<file path="src/rtl/supervisor_regs.vh">
// Register offsets, field positions, reset values and timing counts of the supervisor.
`ifndef SUPERVISOR_REGS_VH
`define SUPERVISOR_REGS_VH
// ---------------------------------------------------------------
// Register offsets
// ---------------------------------------------------------------
`define OFS_FAULT_FLAGS   8'h00
`define OFS_SPEED_CMD     8'h01
`define OFS_CONTROL       8'h02
`define OFS_LIMITS        8'h03
`define OFS_SUPPLY_MEAS   8'h04
`define OFS_CURRENT_MEAS  8'h05
// ---------------------------------------------------------------
// Fault flag bit positions
// ---------------------------------------------------------------
`define BIT_THERMAL       15
`define BIT_HOT_WARN      14
`define BIT_UV_MAIN       13
`define BIT_UV_AUX        12
`define BIT_OVERCURRENT   11
`define BIT_LOCK_HI       10
`define BIT_LOCK_LO       5
// ---------------------------------------------------------------
// Control register fields
// ---------------------------------------------------------------
`define CTL_REG_MODE      0
`define CTL_SRC_LO        1
`define CTL_SRC_HI        2
`define CTL_MIN_LO        3
`define CTL_MIN_HI        4
// ---------------------------------------------------------------
// Speed source and minimum duty encodings
// ---------------------------------------------------------------
`define SRC_PULSE         2'h0
`define SRC_ANALOG        2'h1
`define SRC_SERIAL        2'h2
`define MIN_NONE          2'h0
`define MIN_CLAMP         2'h1
`define MIN_ZERO_BELOW    2'h2
`define MIN_SCALE         2'h3
// ---------------------------------------------------------------
// Reset values
// ---------------------------------------------------------------
`define RST_SPEED_CMD     9'h000
`define RST_CONTROL       5'h00
`define RST_LIMITS        9'h040
// ---------------------------------------------------------------
// Timing
// ---------------------------------------------------------------
`define CLK_HZ            20000000
`define LOCK_OFF_S        5
`define LOCK_OFF_CYCLES   (`LOCK_OFF_S * `CLK_HZ)
`define SAMPLE_US         100
`define SAMPLE_CYCLES     ((`SAMPLE_US * `CLK_HZ) / 1000000)
`endif

</file>
<file path="src/rtl/fault_speed_supervisor.v">
// Fault handling, speed command selection and register file of the motor supervisor.
`timescale 1ns/100ps
`default_nettype none
`include "supervisor_regs.vh"

module fault_speed_supervisor #(
   parameter integer LOCK_OFF_CYCLES = `LOCK_OFF_CYCLES,
   parameter integer LOCK_METHODS    = 6,
   parameter integer DUTY_W          = 9
) (
   input  wire                    mclk,
   input  wire                    resetn,
   input  wire                    temp_over,
   input  wire                    temp_hot,
   input  wire                    supply_low_fall,
   input  wire                    supply_high_rise,
   input  wire                    buck_uv,
   input  wire                    pump_uv,
   input  wire                    ldo33_uv,
   input  wire                    overcurrent_in,
   input  wire [LOCK_METHODS-1:0] lock_detect,
   input  wire                    dir_pin,
   input  wire                    commutate,
   input  wire [DUTY_W-1:0]       pulse_duty,
   input  wire [DUTY_W-1:0]       analog_duty,
   input  wire [DUTY_W-1:0]       limit_duty,
   input  wire                    wake,
   input  wire                    nv_valid,
   input  wire [DUTY_W-1:0]       nv_speed,
   input  wire [4:0]              nv_control,
   input  wire [DUTY_W-1:0]       nv_limits,
   input  wire [11:0]             supply_adc,
   input  wire [11:0]             current_adc,
   input  wire                    reg_wr,
   input  wire                    reg_rd,
   input  wire [7:0]              reg_addr,
   input  wire [15:0]             reg_wdata,
   output reg  [15:0]             reg_rdata,
   output wire                    nv_load_req,
   output reg                     stage_enable,
   output reg                     phases_float,
   output reg                     dir_out,
   output reg                     tach_out,
   output reg  [DUTY_W-1:0]       output_peak_duty
);

// ---------------------------------------------------------------
// Input synchronisers
// ---------------------------------------------------------------
// Commutate, duty and measurement inputs are already synchronous and skip these flops.
localparam integer NSYNC = 9 + LOCK_METHODS;
wire [NSYNC-1:0] raw_in = {lock_detect, dir_pin, overcurrent_in, ldo33_uv, pump_uv,
                           buck_uv, supply_high_rise, supply_low_fall, temp_hot, temp_over};
reg  [NSYNC-1:0] sync1_r;
reg  [NSYNC-1:0] sync2_r;

always @(posedge mclk) begin
   if (!resetn) begin
      sync1_r <= {NSYNC{1'b0}};
      sync2_r <= {NSYNC{1'b0}};
   end else begin
      sync1_r <= raw_in;
      sync2_r <= sync1_r;
   end
end

wire t_over = sync2_r[0];
wire t_hot  = sync2_r[1];
wire s_fall = sync2_r[2];
wire s_rise = sync2_r[3];
wire uv_aux = sync2_r[4] | sync2_r[5] | sync2_r[6];
wire oc     = sync2_r[7];
wire dir_s  = sync2_r[8];
wire [LOCK_METHODS-1:0] lock_s = sync2_r[NSYNC-1:9];

// ---------------------------------------------------------------
// Thermal and supply lockout
// ---------------------------------------------------------------
// The thermal comparator is assumed to carry the hysteresis itself, so it
// drops only once the die is below the threshold less the hysteresis.
// The thermal and main supply flags add one flop, so those stops land a cycle
// later than overcurrent, lock and auxiliary undervoltage stops.
reg thermal_r;
reg uvlo_r;

always @(posedge mclk) begin
   if (!resetn) begin
      thermal_r <= 1'b0;
      uvlo_r    <= 1'b1;
   end else begin
      thermal_r <= t_over;
      if (s_fall) begin
         uvlo_r <= 1'b1;
      end else if (s_rise) begin
         uvlo_r <= 1'b0;
      end
   end
end

// ---------------------------------------------------------------
// Overcurrent and lock protection cycle
// ---------------------------------------------------------------
// Overcurrent outranks lock, so a shorted phase is never reported as a stall.
localparam [1:0] ST_RUN  = 2'h0;
localparam [1:0] ST_OC   = 2'h1;
localparam [1:0] ST_LOCK = 2'h2;

reg [1:0]              state_r;
reg [1:0]              state_nxt;
reg [31:0]             wait_r;
reg                    oc_flag_r;
reg [LOCK_METHODS-1:0] lock_cause_r;

wire wait_done = (wait_r == 32'h0000_0000);

always @* begin
   state_nxt = state_r;
   case (state_r)
      ST_RUN: begin
         if (oc) begin
            state_nxt = ST_OC;
         end else if (|lock_s) begin
            state_nxt = ST_LOCK;
         end
      end
      ST_OC: begin
         if (wait_done) begin
            state_nxt = ST_RUN;
         end
      end
      ST_LOCK: begin
         if (wait_done) begin
            state_nxt = ST_RUN;
         end
      end
      default: begin
         state_nxt = ST_RUN;
      end
   endcase
end

always @(posedge mclk) begin
   if (!resetn) begin
      state_r      <= ST_RUN;
      wait_r       <= 32'h0000_0000;
      oc_flag_r    <= 1'b0;
      lock_cause_r <= {LOCK_METHODS{1'b0}};
   end else begin
      state_r <= state_nxt;
      if (state_r == ST_RUN && state_nxt != ST_RUN) begin
         wait_r <= LOCK_OFF_CYCLES - 1;
      end else if (!wait_done) begin
         wait_r <= wait_r - 32'h0000_0001;
      end
      if (state_r == ST_RUN && oc) begin
         oc_flag_r <= 1'b1;
      end else if (state_r == ST_OC && wait_done) begin
         oc_flag_r <= 1'b0;
      end
      // A lock seen again after the restart re-enters the stop state from run.
      if (state_r == ST_RUN && !oc && (|lock_s)) begin
         lock_cause_r <= lock_s;
      end else if (state_r == ST_RUN && !(|lock_s)) begin
         lock_cause_r <= {LOCK_METHODS{1'b0}};
      end
   end
end

// Lock stop is taken from the synchronised detector in the same cycle, so
// the stage drops with no extra delay beyond the synchroniser.
wire lock_now = (state_r == ST_RUN) & ~oc & (|lock_s);
wire stop_any = thermal_r | uvlo_r | uv_aux | (state_r != ST_RUN) | oc | lock_now;

// ---------------------------------------------------------------
// Registers and nonvolatile load
// ---------------------------------------------------------------
reg [DUTY_W-1:0] speed_r;
reg [4:0]        control_r;
reg [DUTY_W-1:0] limits_r;
reg              load_pend_r;
reg [11:0]       supply_meas_r;
reg [11:0]       current_meas_r;
reg [15:0]       sample_cnt_r;

assign nv_load_req = load_pend_r;

wire reg_mode = control_r[`CTL_REG_MODE];

always @(posedge mclk) begin
   if (!resetn) begin
      speed_r     <= `RST_SPEED_CMD;
      control_r   <= `RST_CONTROL;
      limits_r    <= `RST_LIMITS;
      load_pend_r <= 1'b1;
   end else begin
      if (load_pend_r && nv_valid && !reg_mode) begin
         speed_r     <= nv_speed;
         control_r   <= nv_control;
         limits_r    <= nv_limits;
         load_pend_r <= 1'b0;
      end else if (load_pend_r && nv_valid) begin
         load_pend_r <= 1'b0;
      end else if (wake) begin
         load_pend_r <= 1'b1;
      end
      // A write in the load cycle is dropped, so the stored copy is not torn.
      if (reg_wr && !(load_pend_r && nv_valid)) begin
         if (reg_addr == `OFS_SPEED_CMD) begin
            speed_r <= reg_wdata[DUTY_W-1:0];
         end else if (reg_addr == `OFS_CONTROL) begin
            control_r <= reg_wdata[4:0];
         end else if (reg_addr == `OFS_LIMITS) begin
            limits_r <= reg_wdata[DUTY_W-1:0];
         end
      end
   end
end

// The supply is sampled on a slow tick; the current follows every cycle.
wire [31:0] sample_load = `SAMPLE_CYCLES - 1;

always @(posedge mclk) begin
   if (!resetn) begin
      supply_meas_r  <= 12'h000;
      current_meas_r <= 12'h000;
      sample_cnt_r   <= 16'h0000;
   end else begin
      current_meas_r <= current_adc;
      if (sample_cnt_r == 16'h0000) begin
         sample_cnt_r  <= sample_load[15:0];
         supply_meas_r <= supply_adc;
      end else begin
         sample_cnt_r <= sample_cnt_r - 16'h0001;
      end
   end
end

wire [15:0] fault_word;
assign fault_word[`BIT_THERMAL]     = thermal_r;
assign fault_word[`BIT_HOT_WARN]    = t_hot;
assign fault_word[`BIT_UV_MAIN]     = uvlo_r;
assign fault_word[`BIT_UV_AUX]      = uv_aux;
assign fault_word[`BIT_OVERCURRENT] = oc_flag_r;
assign fault_word[`BIT_LOCK_HI:`BIT_LOCK_LO] = lock_cause_r;
assign fault_word[4:0] = 5'h00;

always @(posedge mclk) begin
   if (!resetn) begin
      reg_rdata <= 16'h0000;
   end else if (reg_rd) begin
      if (reg_addr == `OFS_FAULT_FLAGS) begin
         reg_rdata <= fault_word;
      end else if (reg_addr == `OFS_SPEED_CMD) begin
         reg_rdata <= {{(16-DUTY_W){1'b0}}, speed_r};
      end else if (reg_addr == `OFS_CONTROL) begin
         reg_rdata <= {11'h000, control_r};
      end else if (reg_addr == `OFS_LIMITS) begin
         reg_rdata <= {{(16-DUTY_W){1'b0}}, limits_r};
      end else if (reg_addr == `OFS_SUPPLY_MEAS) begin
         reg_rdata <= {4'h0, supply_meas_r};
      end else if (reg_addr == `OFS_CURRENT_MEAS) begin
         reg_rdata <= {4'h0, current_meas_r};
      end else begin
         reg_rdata <= 16'h0000;
      end
   end
end

// ---------------------------------------------------------------
// Speed command and output duty
// ---------------------------------------------------------------
wire [1:0] src_sel = control_r[`CTL_SRC_HI:`CTL_SRC_LO];
wire [1:0] min_sel = control_r[`CTL_MIN_HI:`CTL_MIN_LO];
reg  [DUTY_W-1:0] cmd;
reg  [DUTY_W-1:0] pulse_lim;
reg  [DUTY_W-1:0] duty_nxt;

always @* begin
   // Scaling adds half the input, with the minimum's set bits masked off, to the minimum.
   case (min_sel)
      `MIN_CLAMP:      pulse_lim = (pulse_duty < limits_r) ? limits_r : pulse_duty;
      `MIN_ZERO_BELOW: pulse_lim = (pulse_duty < limits_r) ? {DUTY_W{1'b0}} : pulse_duty;
      `MIN_SCALE:      pulse_lim = limits_r + ((pulse_duty >> 1) & ~limits_r);
      default:         pulse_lim = pulse_duty;
   endcase
   case (src_sel)
      `SRC_ANALOG: cmd = analog_duty;
      `SRC_SERIAL: cmd = speed_r;
      default:     cmd = pulse_lim;
   endcase
   // The ceiling is the lowest of the surge, current and loop limits, formed
   // outside the block; only the final minimum is taken here.
   duty_nxt = (limit_duty < cmd) ? limit_duty : cmd;
end

// Commutation is taken as synchronous to mclk; the delay flop resets low,
// the strobe's idle level, so no false toggle follows reset.
reg comm_d_r;

always @(posedge mclk) begin
   if (!resetn) begin
      output_peak_duty <= {DUTY_W{1'b0}};
      stage_enable     <= 1'b0;
      phases_float     <= 1'b1;
      dir_out          <= 1'b0;
      tach_out         <= 1'b0;
      comm_d_r         <= 1'b0;
   end else begin
      output_peak_duty <= stop_any ? {DUTY_W{1'b0}} : duty_nxt;
      stage_enable     <= ~stop_any;
      phases_float     <= stop_any;
      dir_out          <= dir_s;
      comm_d_r         <= commutate;
      if (commutate && !comm_d_r) begin
         tach_out <= ~tach_out;
      end
   end
end

endmodule // fault_speed_supervisor
`default_nettype wire

</file>
<file path="config.mk">
export PLATFORM = sky130hd
export DESIGN_NAME = fault_speed_supervisor
export DESIGN_NICKNAME = d
export VERILOG_FILES = /design/src/rtl/fault_speed_supervisor.v
export VERILOG_INCLUDE_DIRS = /design/src /design/src/rtl
export SDC_FILE = /design/constraint.sdc
export NUM_CORES = 1
export LEC_CHECK = 0
export BUFFER_PORTS_ARGS = -buffer_cell sky130_fd_sc_hd__buf_2
export CAP_MARGIN = 30
export CELL_PAD_IN_SITES_DETAIL_PLACEMENT = 2
export CELL_PAD_IN_SITES_GLOBAL_PLACEMENT = 2
export CORE_ASPECT_RATIO = 1.25
export CORE_MARGIN = 8
export CORE_UTILIZATION = 30
export DETAILED_ROUTE_END_ITERATION = 12
export HOLD_SLACK_MARGIN = 0.05
export PLACE_DENSITY = 0.8
export SYNTH_ARGS = -nofsm -noshare
export SYNTH_HDL_FRONTEND = slang
export SYNTH_SLANG_ARGS = --single-unit
</file>
<file path="constraint.sdc">
create_clock -name mclk -period 3.25 [get_ports mclk]
set_input_delay 0.1625 -clock mclk [delete_from_list [all_inputs] [get_ports mclk]]
set_output_delay 0.1625 -clock mclk [all_outputs]
set_load 0.005 [all_outputs]
</file>
==> impl_metrics.csv <==
group,metric,value,unit
global_route,grt_pass1_wl,50890,um
critical_path,timing.rr.end,"output_peak_duty[8]$_SDFF_PP0_",
global_route,first_global_vias,8968,
global_route,grt_max_degree,64,
critical_path,critPathRequiredTime,3.55,ns
pwr,p_clk_share,33.0,%
logic_synthesis,ys_types,76,
detailed_routing,post_drt_wl_per_cell,22.58,um
cts,cts.sinks,167,
critical_path,cp_num_cells,15,
pwr,p_int,4.114,mW
timing,worst_slack,-0.3414,ns
timing,tightest_slew,1.000,ns
detailed_routing,vias,7788,
run_status,status,"finished, violations left",
logic_synthesis,ys_seq_area_share,42.20,%
timing,fin_crit,3.591,ns
logic_synthesis,synthArstFlopShare,0,%
logic_synthesis,ys.flop_type,"dfxtp_1",
timing,slew_violations,0,
finish,syn_to_final_growth,36.01,%
cts,clock_latency,0.45,ns
floorplanning,die_y,197.7,um
place,dp_slack,-0.5320,ns
critical_path,crit_arrival,3.90,ns
run_status,failed_checks,"negative setup slack",
logic_synthesis,synth_edf_count,0,
floorplanning,start_util,30.46,%
logic_synthesis,synth_warnings,0,
floorplanning,io_pins,150,
critical_path,path_class,"reg -> reg",
timing,fin_crit_sh,110.5,%
logic_synthesis,syn_area,7923,um^2
timing,setup_tns,-2.178,ns
critical_path,reg2reg_slack,-0.34,ns
pwr,p_sw,2.244,mW
global_route,overflow,0,
global_route,antenna_found_initial,6,
critical_path,timing.rr.start,"limits_r[6]$_SDFF_PN1_",
timing,max_slew_margin,32.88,%
critical_path,startpoint_type,"register",
cts,cts_buffers,17,
place,gp_congestion,0.8749,
critical_path,endpoint,"output_peak_duty[8]$_SDFF_PP0_",
place,hpwl,22090,um
floorplanning,num_rows,66,
logic_synthesis,synth-seq-cells,167,
critical_path,slowest_delay,0.46,ns
critical_path,path_buf_inv,1,
logic_synthesis,synthesis.nets,1029,
pwr,p_comb_share,27.5,%
detailed_routing,drt_iter0_markers,346,
global_route,grtUsageTotal,20.46,%
timing,fmax,278.4,MHz
critical_path,crit_path_start,"limits_r[6]$_SDFF_PN1_",
cts,tritoncts,"yes",
cts,clockBufferDepth,2,
place,placed_cell_area,9350,um^2
logic_synthesis,synth_cells,885,
floorplanning,core-area,26010,um^2
finish,drive_gt1_share,27.84,%
critical_path,reg2regPathDepth,15,
floorplanning,die_w,161.4,um
pwr,sw_frac_of_total,35.30,%
critical_path,cp_max_fo,4,
cts,h-tree-depth,4,
detailed_routing,firstDrtPassIters,5,
detailed_routing,drc_errors,0,
floorplanning,dieArea,31900,um^2
timing,finalSetupViolations,8,
critical_path,endpoint_kind,"register",
worst_hold_path,min_path_type,"in -> reg",
detailed_routing,vias_per_cell,5.294,
cts,path_clk_slew,0.08,ns
cts,root_buffer,"clkbuf_16",
logic_synthesis,syn_avg_cell_area,8.952,um^2
place,port_buffers,142,
finish,design_area,10780,um^2
timing,hold_violations,0,
pwr,p_per_area,590.0,nW/um^2
pwr,power_frac_seq,39.5,%
detailed_routing,ant_nets,0,
critical_path,path_cells,"inv_2, ha_4, a21o_1, a31o_4, a211oi_4, a211oi_2, or3_4, ha_4, a21o_1, a21oi_2, a21oi_2, o221a_4, or4_4, a21oi_4, a211oi_2",
finish,final_nets,1259,
pwr,power.leakage,4.467,nW
timing,skew,0.01474,ns
critical_path,critPathTopFamily,"compound AO/OA/AOI/OAI gates",
critical_path,critPathSlowestCell,"or4_4",
pwr,vdd_drop_max,0.4418,mV
flow_run,max_cap_viol_count,0,
detailed_routing,drt_wl_total,33220,um
timing,rsz0062_at_grt,"true",
## metal layers
metal,part of all wire [%],track usage [%],vias to the layer above,routed length (um)
met5,0.13,0,-,43
met4,3.0,8.519,6,989
met3,4.6,4.675,62,1534
met2,53,37.97,202,17570
met1,39,21.90,3879,13080
li1,-,-,3639,-
## flip-flops by register name, summed over array words and instances (netlist names), 2 cells and up
| register | count |
|---|---|
| sample_cnt_r | 16 |
| reg_rdata | 16 |
| current_meas_r | 12 |
| sync2_r | 15 |
| state_r | 2 |
| limits_r | 9 |
| sync1_r | 15 |
| control_r | 5 |
| speed_r | 9 |
| wait_r | 32 |
| lock_cause_r | 6 |
| supply_meas_r | 12 |
| output_peak_duty | 9 |
## stage by stage
step | cells | utilization (%) | total power [mW] | hold WS [ns]
after floorplan | 885 | - | 3.516 | 0.2842
after global placement | 1375 | 35.95 | 3.940 | 0.3710
after detailed placement | 1375 | 35.95 | 4.040 | 0.3738
after CTS | 1463 | 40.97 | 6.278 | 0.05085
after global routing | 1471 | 41.42 | 6.652 | 0.05830
final | 1471 | 41.42 | 6.358 | 0.05326
## logic make-up after synthesis
family	Yosys count	synth area share, %
buffers and inverters	73	3.806
other	1	0.04733
adders and majority gates	24	3.790
AOI/OAI and AO/OA	217	18.45
DFF	167	42.20
xor gates and xnor gates	42	4.643
and+or+nand+nor	323	22.27
muxes	38	4.801
## tightest hold or removal path: cells and delay by family
family | cells | cell delay [ns]
buffers and inverters | 1 | 0.13
and+or+nand+nor | 1 | 0.10
AOI/OAI and AO/OA | 1 | 0.06
## how the worst min path moves through the flow
stage	start	end	slack, ns	cells after the start
after floorplan	commutate	comm_d_r$_SDFF_PN0_	0.28	1
after global placement	temp_hot	sync1_r[1]$_SDFF_PN0_	0.37	2
after detailed placement	temp_hot	sync1_r[1]$_SDFF_PN0_	0.37	2
after CTS	reg_wdata[1]	control_r[1]$_SDFF_PN0_	0.05	3
after global routing	reg_wdata[4]	limits_r[4]$_SDFF_PN0_	0.06	3
final	reg_wdata[4]	control_r[4]$_SDFF_PN0_	0.05	3
## layout make-up
class | count | area (um^2)
Multi-Input combinational cell | 645 | 4569
Fill cell | 2854 | 15240
Clock buffer | 17 | 425.4
Tap cell | 340 | 425.4
Timing Repair Buffer | 258 | 1720
Antenna cell | 3 | 7.507
Sequential cell | 167 | 3349
Clock inverter | 15 | 178.9
Inverter | 26 | 98.84
## cells in the mapped netlist (13+ instances only)
cell	count	area (um^2)
and2_1	46	287.8
a21oi_1	45	225.2
nor3_1	17	85.08
inv_1	24	90.09
ha_1	24	300.3
mux2i_1	38	380.4
or3_1	20	125.1
nand2b_1	13	81.33
o21ai_0	50	250.2
clkbuf_1	38	142.6
a211oi_1	31	232.7
xnor2_1	19	166.4
nand3_1	16	80.08
nor4_1	13	81.33
xor2_1	23	201.4
dfxtp_1	167	3343
nand2_1	44	165.2
nor2_1	105	394.1
## placed cells by master (no fill, tap or decap), types with 5 or more instances in the layout
cell,n
nand2b_1,13
inv_1,20
nor2_1,105
ha_4,7
mux2i_1,38
nor3_1,17
a21oi_1,40
o21ai_0,44
dfxtp_1,162
o211ai_1,6
nand2_1,44
a22oi_1,12
or4_4,5
nor4_1,13
or4_1,5
clkbuf_16,17
dfxtp_2,5
a31oi_1,6
xnor2_1,19
o21ai_1,13
buf_2,142
a222oi_1,7
a211oi_1,28
and2_1,46
buf_4,62
xor2_1,23
ha_1,15
dlygate4sd3_1,51
or3_4,5
nand3_1,15
nand3b_1,6
inv_8,5
a221o_1,5
or3_1,17
## timing repair
action / 4_1_cts / 5_1_grt
cloned: 0 / 1
setup endpoints to repair: 9 / 9
pin swaps: 19 / 14
gates resized for setup: 33 / 20
hold buffers: 51 / 0
buffers inserted: 5 / 4
hold endpoints to repair: 54 / 0
## power groups by stage
stage / Combinational, mW / Clock [mW] / Sequential, mW
after floorplan: 1.04 / 0 / 2.48
after CTS: 1.66 / 2.12 / 2.50
after global routing: 1.89 / 2.22 / 2.54
after detailed placement: 1.51 / 0 / 2.53
after global placement: 1.43 / 0 / 2.51
final: 1.75 / 2.10 / 2.51
Note: power is estimated with default switching activity, not from simulation.
